### src/core/rtcalm_cfg.svh
// Purpose: Register offsets, field positions and widths of the alarm regs.
// Assumes: Word-indexed plain register port, 16-bit data.
// Notes:   Definitions only; no logic.
`ifndef RTCALM_CFG_SVH
`define RTCALM_CFG_SVH

// ************************************************************
// Register offsets
// ************************************************************
`define RTCALM_ADDR_W          4
`define RTCALM_OFF_WDHR        4'h0
`define RTCALM_OFF_MINSEC      4'h1
`define RTCALM_OFF_UNLOCK      4'h2

// ************************************************************
// Field positions
// ************************************************************
`define RTCALM_ALARM_WEEKDAY_DIGIT_LSB        8
`define RTCALM_HRTENS_LSB      4
`define RTCALM_HRONES_LSB      0
`define RTCALM_MINTENS_LSB     12
`define RTCALM_MINONES_LSB     8
`define RTCALM_SECTENS_LSB     4
`define RTCALM_SECONES_LSB     0
`define RTCALM_UNLOCK_BIT      0

// ************************************************************
// Implemented-bit masks and reset values
// ************************************************************
`define RTCALM_WDHR_MASK       16'h073F
`define RTCALM_MINSEC_MASK     16'h7F7F
`define RTCALM_UNLOCK_RST      1'h0

`endif

### src/core/rtcalm_pkg.sv
// Purpose: Types shared by the alarm value register block.
// Assumes: Constants live in rtcalm_cfg.svh.
// Notes:   Field layouts follow the register bit map.
package rtcalm_pkg;

	// ************************************************************
	// Alarm time as presented to the comparator
	// ************************************************************
	typedef struct packed {
		logic [2:0] weekday;       // 0..6
		logic [1:0] hour_tens;     // 0..2
		logic [3:0] hour_ones;     // 0..9
		logic [2:0] minute_tens;   // 0..5
		logic [3:0] minute_ones;   // 0..9
		logic [2:0] second_tens;   // 0..5
		logic [3:0] second_ones;   // 0..9
	} rtcalm_time_s;

	// Register port request
	typedef struct packed {
		logic [3:0]  addr;         // Word index
		logic [15:0] wdata;        // Write data
		logic        wr;           // Write strobe
		logic        rd;           // Read strobe
	} rtcalm_req_s;

endpackage : rtcalm_pkg

### src/core/rtcalm_field.sv
// Purpose: One write-gated digit field holding register.
// Assumes: Clock enable and write qualifier come from the parent.
// Notes:   No reset: value is unknown until first write.
`timescale 1ns/10ps
`default_nettype none
module rtcalm_field #(
	parameter int W = 4                   // Field width
) (
	input  wire logic         clock,      // 25 MHz clock
	input  wire logic         ce,         // Clock enable
	input  wire logic         we,         // Qualified write
	input  wire logic [W-1:0] d,          // New digit
	output var  logic [W-1:0] q           // Stored digit
);

	// ************************************************************
	// Storage
	// ************************************************************
	// Deliberately unreset, matching power-on unknown digits
	always_ff @(posedge clock) begin
		if (ce && we) begin
			q <= d;
		end
	end

endmodule : rtcalm_field
`default_nettype wire

### src/core/rtcalm_regs.sv
// Purpose: Alarm weekday/hours and minutes/seconds value registers.
// Assumes: Plain register port; read data one cycle after read strobe.
// Notes:   Digit fields carry no reset; only the unlock bit and the read data reset.
`timescale 1ns/10ps
`default_nettype none
`include "rtcalm_cfg.svh"
module rtcalm_regs
	import rtcalm_pkg::*;
(
	input  wire logic         clock,          // 25 MHz clock
	input  wire logic         rst,            // Sync reset, active high
	input  wire logic         ce,             // Clock enable
	input  wire logic [3:0]   addr,           // Register word index
	input  wire logic [15:0]  wdata,          // Write data
	input  wire logic         wr,             // Write strobe
	input  wire logic         rd,             // Read strobe
	output var  logic [15:0]  rdata,          // Read data, cycle after rd
	output var  logic         clock_write_unlock, // Unlock state
	output var  rtcalm_time_s alarm_time      // To alarm comparator
);

	// ************************************************************
	// State and decode
	// ************************************************************
	typedef struct packed {
		logic        unlock;      // Write-unlock control
		logic [15:0] rdata;       // Registered read data
	} rtcalm_state_s;

	rtcalm_state_s st;            // Registered state
	rtcalm_state_s next_st;       // Next state
	logic          we_wdhr;       // Qualified weekday/hours write
	logic          we_minsec;     // Minutes/seconds write
	logic [15:0]   wdhr_view;     // Weekday/hours read image
	logic [15:0]   minsec_view;   // Minutes/seconds read image

	// Locked writes to weekday/hours are silently dropped
	assign we_wdhr   = wr && addr == `RTCALM_OFF_WDHR
	                   && st.unlock;
	assign we_minsec = wr && addr == `RTCALM_OFF_MINSEC;

	// ************************************************************
	// Digit fields, no reset
	// ************************************************************
	// Unreset on purpose: contents stay unknown until written
	rtcalm_field #(.W(3)) u_alarm_weekday_digit (.clock(clock), .ce(ce), .we(we_wdhr),
		.d(wdata[`RTCALM_ALARM_WEEKDAY_DIGIT_LSB +: 3]), .q(alarm_time.weekday));
	rtcalm_field #(.W(2)) u_hrt (.clock(clock), .ce(ce), .we(we_wdhr),
		.d(wdata[`RTCALM_HRTENS_LSB +: 2]), .q(alarm_time.hour_tens));
	rtcalm_field #(.W(4)) u_hro (.clock(clock), .ce(ce), .we(we_wdhr),
		.d(wdata[`RTCALM_HRONES_LSB +: 4]), .q(alarm_time.hour_ones));
	rtcalm_field #(.W(3)) u_mnt (.clock(clock), .ce(ce), .we(we_minsec),
		.d(wdata[`RTCALM_MINTENS_LSB +: 3]),
		.q(alarm_time.minute_tens));
	rtcalm_field #(.W(4)) u_mno (.clock(clock), .ce(ce), .we(we_minsec),
		.d(wdata[`RTCALM_MINONES_LSB +: 4]),
		.q(alarm_time.minute_ones));
	rtcalm_field #(.W(3)) u_sct (.clock(clock), .ce(ce), .we(we_minsec),
		.d(wdata[`RTCALM_SECTENS_LSB +: 3]),
		.q(alarm_time.second_tens));
	rtcalm_field #(.W(4)) u_sco (.clock(clock), .ce(ce), .we(we_minsec),
		.d(wdata[`RTCALM_SECONES_LSB +: 4]),
		.q(alarm_time.second_ones));

	// ************************************************************
	// Read images
	// ************************************************************
	// Unused positions are hard zero, so writes there leave no trace
	always_comb begin
		wdhr_view = 16'h0000;
		wdhr_view[`RTCALM_ALARM_WEEKDAY_DIGIT_LSB +: 3]   = alarm_time.weekday;
		wdhr_view[`RTCALM_HRTENS_LSB +: 2] = alarm_time.hour_tens;
		wdhr_view[`RTCALM_HRONES_LSB +: 4] = alarm_time.hour_ones;
		wdhr_view = wdhr_view & `RTCALM_WDHR_MASK;
		minsec_view = 16'h0000;
		minsec_view[`RTCALM_MINTENS_LSB +: 3] = alarm_time.minute_tens;
		minsec_view[`RTCALM_MINONES_LSB +: 4] = alarm_time.minute_ones;
		minsec_view[`RTCALM_SECTENS_LSB +: 3] = alarm_time.second_tens;
		minsec_view[`RTCALM_SECONES_LSB +: 4] = alarm_time.second_ones;
		minsec_view = minsec_view & `RTCALM_MINSEC_MASK;
	end

	// ************************************************************
	// Next-state logic
	// ************************************************************
	always_comb begin
		next_st = st;
		// Unlock control is a plain software bit
		if (wr && addr == `RTCALM_OFF_UNLOCK) begin
			next_st.unlock = wdata[`RTCALM_UNLOCK_BIT];
		end
		// Read data lives only in the cycle after the strobe
		next_st.rdata = 16'h0000;
		if (rd) begin
			case (addr)
				`RTCALM_OFF_WDHR:   next_st.rdata = wdhr_view;
				`RTCALM_OFF_MINSEC: next_st.rdata = minsec_view;
				`RTCALM_OFF_UNLOCK: next_st.rdata = {15'h0000, st.unlock};
				default:            next_st.rdata = 16'h0000; // Unmapped
			endcase
		end
	end

	// ************************************************************
	// State register
	// ************************************************************
	always_ff @(posedge clock) begin
		if (rst) begin
			st.unlock <= `RTCALM_UNLOCK_RST;
			st.rdata  <= 16'h0000;
		end else if (ce) begin
			st <= next_st;
		end
	end

	assign rdata              = st.rdata;
	assign clock_write_unlock = st.unlock;   // Stored unlock bit feeds out directly

	// ************************************************************
	// Assertions
	// ************************************************************
	property p_locked_hold;
		@(posedge clock) disable iff (rst)
		(ce && wr && addr == `RTCALM_OFF_WDHR && !st.unlock)
		|=> $stable(wdhr_view);
	endproperty
	a_locked_hold: assert property (p_locked_hold)
		else $error("weekday/hours changed while locked");

	property p_wdhr_write;
		@(posedge clock) disable iff (rst)
		(ce && we_wdhr) |=> wdhr_view == ($past(wdata) & `RTCALM_WDHR_MASK);
	endproperty
	a_wdhr_write: assert property (p_wdhr_write)
		else $error("weekday/hours write not stored");

	property p_minsec_write;
		@(posedge clock) disable iff (rst)
		(ce && we_minsec)
		|=> minsec_view == ($past(wdata) & `RTCALM_MINSEC_MASK);
	endproperty
	a_minsec_write: assert property (p_minsec_write)
		else $error("minutes/seconds write not stored");

	property p_read_wdhr;
		@(posedge clock) disable iff (rst)
		(ce && rd && addr == `RTCALM_OFF_WDHR && !(wr))
		|=> rdata == $past(wdhr_view);
	endproperty
	a_read_wdhr: assert property (p_read_wdhr)
		else $error("weekday/hours read wrong");

	property p_read_minsec;
		@(posedge clock) disable iff (rst)
		(ce && rd && addr == `RTCALM_OFF_MINSEC)
		|=> rdata == $past(minsec_view);
	endproperty
	a_read_minsec: assert property (p_read_minsec)
		else $error("minutes/seconds read wrong");

	property p_zero_bits;
		@(posedge clock) disable iff (rst)
		ce && $past(ce) && $past(rd) && $past(addr) == `RTCALM_OFF_WDHR
		|-> (rdata & ~`RTCALM_WDHR_MASK) == 16'h0000;
	endproperty
	a_zero_bits: assert property (p_zero_bits)
		else $error("unused weekday/hours bit read nonzero");

	property p_idle_zero;
		@(posedge clock) disable iff (rst)
		(ce && !rd) |=> rdata == 16'h0000;
	endproperty
	a_idle_zero: assert property (p_idle_zero)
		else $error("read data not zero outside read slot");

	property p_unlock_set;
		@(posedge clock) disable iff (rst)
		(ce && wr && addr == `RTCALM_OFF_UNLOCK)
		|=> clock_write_unlock == $past(wdata[0]);
	endproperty
	a_unlock_set: assert property (p_unlock_set)
		else $error("unlock control not written");

	property p_sec_out;
		@(posedge clock) disable iff (rst)
		(ce && we_minsec) |=> alarm_time.second_tens == $past(wdata[6:4])
			&& alarm_time.second_ones == $past(wdata[3:0]);
	endproperty
	a_sec_out: assert property (p_sec_out)
		else $error("seconds not presented to comparator");

	// Weekday and hour digits must reach the comparator as written
	property p_hour_out;
		@(posedge clock) disable iff (rst)
		(ce && we_wdhr) |=> alarm_time.weekday == $past(wdata[10:8])
			&& alarm_time.hour_tens == $past(wdata[5:4])
			&& alarm_time.hour_ones == $past(wdata[3:0]);
	endproperty
	a_hour_out: assert property (p_hour_out)
		else $error("weekday/hours not presented to comparator");

	// Minute digits must reach the comparator as written
	property p_min_out;
		@(posedge clock) disable iff (rst)
		(ce && we_minsec) |=> alarm_time.minute_tens == $past(wdata[14:12])
			&& alarm_time.minute_ones == $past(wdata[11:8]);
	endproperty
	a_min_out: assert property (p_min_out)
		else $error("minutes not presented to comparator");

	c_unlocked_write: cover property (@(posedge clock) disable iff (rst)
		ce && we_wdhr);
	c_locked_write: cover property (@(posedge clock) disable iff (rst)
		ce && wr && addr == `RTCALM_OFF_WDHR && !st.unlock);
	c_read_back: cover property (@(posedge clock) disable iff (rst)
		ce && we_minsec ##1 ce && rd && addr == `RTCALM_OFF_MINSEC);

endmodule : rtcalm_regs
`default_nettype wire

### config.mk
export PLATFORM = sky130hd
export DESIGN_NAME = rtcalm_regs
export DESIGN_NICKNAME = d
export VERILOG_FILES = /design/src/core/rtcalm_pkg.sv /design/src/core/rtcalm_field.sv /design/src/core/rtcalm_regs.sv
export VERILOG_INCLUDE_DIRS = /design/src /design/src/core
export SDC_FILE = /design/constraint.sdc
export NUM_CORES = 1
export LEC_CHECK = 0
export BUFFER_PORTS_ARGS = -buffer_cell sky130_fd_sc_hd__clkbuf_2
export CORE_AREA = 2 2 64 66
export DETAILED_ROUTE_END_ITERATION = 10
export DIE_AREA = 0 0 66 68
export GPL_ROUTABILITY_DRIVEN = 0
export MAX_ROUTING_LAYER = met4
export PLACE_DENSITY_LB_ADDON = 0.1
export RECOVER_POWER = 50
export SLEW_MARGIN = 10
export SYNTH_ARGS = -nofsm -noshare
export SYNTH_HDL_FRONTEND = slang
export SYNTH_HIERARCHICAL = 1
export SYNTH_SLANG_ARGS = --single-unit
### constraint.sdc
create_clock -name clock -period 1.71 [get_ports clock]
set_input_delay 0.2565 -clock clock [delete_from_list [all_inputs] [get_ports clock]]
set_output_delay 0.2565 -clock clock [all_outputs]
set_load 0.02 [all_outputs]
# Word level (Yosys, flattened, before mapping)
# Cells that the tools add are included.
# Widths: inputs -> output; s select.
[word_totals] regBits=40 latchBits=0 ramBits=0 mem_bits_ro=0 inputBits=25 out_inout_bits=40 wordCells=21 mem_count=0
[classes] add_sub_neg=0 n_mul=0 n_div=0 magnitude_cmp=0 eq_ne=2 n_shift=0 n_mux=2 bitwise_logic=0 n_reduce_logical=8
[ops] cell="$pmux 15 s3" n=1
[ops] cell="$mux 15" n=1
[ops] cell="$logic_and 1x1->1" n=6
[ops] cell="$eq 4x1->1 const B" n=1
[ops] cell="$eq 4x2->1 const B" n=1
[ops] cell="$logic_not 4->1" n=1
[ops] cell="$reduce_and 2->1" n=1

# Logic depth before layout (Yosys ltp)
[logic_depth] depth_word=4 ltp_mapped=4 mapped_depth_nobuf=3

# Hierarchy
# The synthesis kept the hierarchy.
[modules_own_cells] mod="rtcalm_regs" instances=1 cells_per_inst=80 area_per_inst_um2=728.2 seq_area_each_um2=300.3
[modules_own_cells] mod="rtcalm_field at u_hro ..." instances=3 cells_per_inst=5 area_per_inst_um2=126.4 seq_area_each_um2=120.1
[modules_own_cells] mod="rtcalm_field at u_alarm_weekday_digit ..." instances=3 cells_per_inst=4 area_per_inst_um2=96.3 seq_area_each_um2=90.1
[modules_own_cells] mod="rtcalm_field at u_hrt" instances=1 cells_per_inst=3 area_per_inst_um2=66.3 seq_area_each_um2=60.1

# Least setup slack after synthesis
# Ideal clock, no wire load.
[synth_timing] kind="input to register" from="input addr[1]" to="register u_mno.q[0], enable pin" setup_ns=0.309 t_arrival_ns=1.281 required_ns=1.401 slack_ns=0.121 path_stages=3 n_path_buf=0 cell_sequence="nor4b_1 > and2_1 > and2_1"
[synth_via] elab_chain_cells=3
[synth_rtl] element="start: declaration" line="rtcalm_regs.sv:13" text="input wire logic [3:0] addr,"
[synth_rtl] element="$eq 4x1->1"
[synth_rtl] element="$logic_and 1x1->1 (no source line)"
[synth_rtl] element="named net we_minsec" line="rtcalm_regs.sv:33" text="logic we_minsec;"
[synth_rtl] element="$logic_and 1x1->1" line="rtcalm_field.sv:21" text="if (ce && we) begin"
[synth_rtl] element="end signal: assignment" line="rtcalm_field.sv:22" text="q <= d;"
[synth_rtl] element="end: declaration" line="rtcalm_field.sv:13" text="output var logic [W-1:0] q"
# The timed path passes the listed nets, and every way through them passes these cells.
# A chain may end at the register's enable or synchronous reset.

# Worst setup path in the final report
[layout_timing] from="input addr[0]" to="register u_hro.q[0], enable pin"
[layout_via] elab_chain_cells=4
[layout_rtl] element="$logic_not 4->1"
[layout_rtl] element="$logic_and 1x1->1 (no source line)"
[layout_rtl] element="$logic_and 1x1->1" line="rtcalm_regs.sv:38" text="assign we_wdhr = wr && addr == `RTCALM_OFF_WDHR"
[layout_rtl] element="named net we_wdhr" line="rtcalm_regs.sv:32" text="logic we_wdhr;"
[layout_rtl] element="$logic_and 1x1->1" line="rtcalm_field.sv:21"
[layout_rtl] element="end signal: assignment" line="rtcalm_field.sv:22"
[layout_rtl] element="end: declaration" line="rtcalm_field.sv:13"
# The timed path passes the listed nets, and every way through them passes these cells.

==> results.cfg <==
[placement]
dp_hpwl_um = 2330
numPortBuffers = 60
preCtsSetupSlack_ns = -0.0842
post_dp_cell_area_sq_mm = 0.00184

[sta]
max_freq_mhz = 673
tightest_slew_ns = 0.605
drv_slew = 0
maxSlewHeadroom_pct = 59.5
rsz0062_at_grt = no
holdWs_ns = 0.144
finalHoldViolCount = 0
worst_slack_ns = 0.225
timing.final.crit_period_ns = 1.49
setup_violations = 0
layout_worst_path_cycle_share_pct = 86.8
finClkSkew_ns = 0.00174

[cells_and_area]
mostFrequentLayoutCells = clkbuf_1 (33), clkbuf_2 (29), edfxtp_1 (23), dfxtp_1 (15), nand2_1 (11)
area_growth_pct = 29.5
final_common_cell = clkbuf_1
drive_gt1_share_pct = 27.8
antenna_cells = 0
nets = 204
fin_area_sq_mm = 0.00189

[routing]
wl_met2_um = 1510
vias = 1074
drt_iter0_drc = 11
routedWlPerCell_um = 13.2
top_layer_used = met4
wl_met1_um = 1290
ant_nets = 0
wl_met3_um = 201
route.detailed.drc = 0
dr.pass1.iters = 4
routed_wl_um = 3040
viasPerCell = 4.67

[yosys]
syn_avg_cell_area_sq_um = 13.3
synth_seq_cells = 38
ys_warn_count = 6
synthCells = 110
synth_area_sq_mm = 0.00146
synth_cell_types = 24
synth_seq_area_share_pct = 67.8

[job]
maxCapViolations = 0

[critical_path]
crit_arrival_ns = 1.47
start_kind = input pin
crit_fanout = 4
critPathCaptureType = flop
ff2ff_path_depth = 3
worstPathRequired_ns = 1.69
critPathKind = in2reg

[power_and_ir_drop]
power_density_mw_per_mm2 = 898
max-vdd-ir-drop_mv = 0.498
power_mw = 1.70
leakage_nw = 0.727

[clocking]
cts_buffers = 5
cts_root_buf = clkbuf_8
holdBufCountCts = 0
cts_tree = yes
clkSinkCount = 38
post_cts_resized = 0
post-cts-setup-buffers = 0
clk_path_buf_depth = 2
htree_levels = 2
clk_pin_slew_ns = 0.07
clock_latency_ns = 0.28

[global_route]
overflow = 0
grt_pass1_wl_um = 4910
antenna_found_initial = 0
grt_max_degree = 13
grt_pass1_vias = 1057
grt_usage_pct = 15.5

[floorplanning]
die-area_sq_mm = 0.00449
coreArea_sq_mm = 0.00386
start_util_pct = 37.9
die_w_um = 66
io-pin-count = 65
die_y_um = 68
placementRows = 23

[hold_path]
whs_path_depth = 1
hold_path.class = in2reg

[status]
status = complete, no violations
-- through the flow --
step	util [%]	setup TNS (ns)	std cells
after global placement	47.8	-0.376	222
after detailed placement	47.8	-0.505	222
after global routing	49.1	0	230
final	49.1	0	230
after CTS	50.1	0	230
after floorplan	-	0	111
-- worst max-delay path, cell delays in order --
cell and delay [ns]:
clkbuf_2 0.08, or4b_1 0.55, nor3b_1 0.21, buf_4 0.15
and2_1 0.22
-- logic make-up (layout without fill, tap and decap cells) --
logic type             after synthesis  in the layout  synth area share, %
and+or+nand+nor                     38             38                 14.8
buffers and inverters                7             76                 2.91
AOI/OAI and AO/OA                   17             17                 8.13
DFF                                 38             38                 67.8
other                                1              2                0.256
muxes                                9              9                 6.16
-- routing by layer --
metal	global-route usage, %	up-vias
li1	-	540
met1	17.5	491
met2	25.6	37
met3	5.10	6
met4	6.12	0
met5	-	-
-- flip-flops by register name, summed over array words and instances (netlist names) --
register and cells:
u_mno/q 4, u_sco/q 4, u_alarm_weekday_digit/q 3, u_hrt/q 2
rdata 14, u_sct/q 3, u_mnt/q 3, clock_write_unlock 1
u_hro/q 4
-- cell usage after synthesis --
master     n  area share (%)
edfxtp_1  23              47
dfxtp_1   15              21
nand2_1   11             2.8
mux2i_1    9             6.2
and2_1     8             3.4
o21ai_2    8             4.8
a21oi_1    6             2.1
nand2b_1   5             2.1
nand4_1    5             2.1
or3_1      3             1.3
buf_4      2             1.0
clkbuf_1   2            0.51
nor3b_1    2             1.0
a21o_1     1            0.51
buf_2      1            0.34
buf_6      1            0.77
conb_1     1            0.26
inv_1      1            0.26
nor2_1     1            0.26
nor4_1     1            0.43
nor4b_1    1            0.60
o21ai_0    1            0.34
o22ai_1    1            0.43
or4b_1     1            0.68
-- power breakdown --
part,internal (mW),switching (mW),leakage (nW)
sequential,0.975,0.00299,0.328
combinational,0.0397,0.0571,0.354
clock,0.329,0.297,0.0455
-- final cells by class --
class	instances	area [sq um]
inverter	1	3.75
timing repair buffer	67	314
multi-input combinational	66	433
fill	401	1960
clock buffer	8	90.1
tap	50	62.6
sequential	38	991
-- path summary, 6_finish.rpt --
check	startpoint	endpoint	slack, ns
worst min-delay path	wdata[14]	u_mnt/q[2]$_DFFE_PP_	0.14
worst max-delay path	addr[0]	u_hro/q[0]$_DFFE_PP_	0.22
worst max register to register	clock_write_unlock$_SDFFE_PP0P_	u_hro/q[0]$_DFFE_PP_	0.46
worst min register to register	rdata[1]$_SDFFE_PP0P_	rdata[1]$_SDFFE_PP0P_	0.45
(Power assumes the default switching activity.)
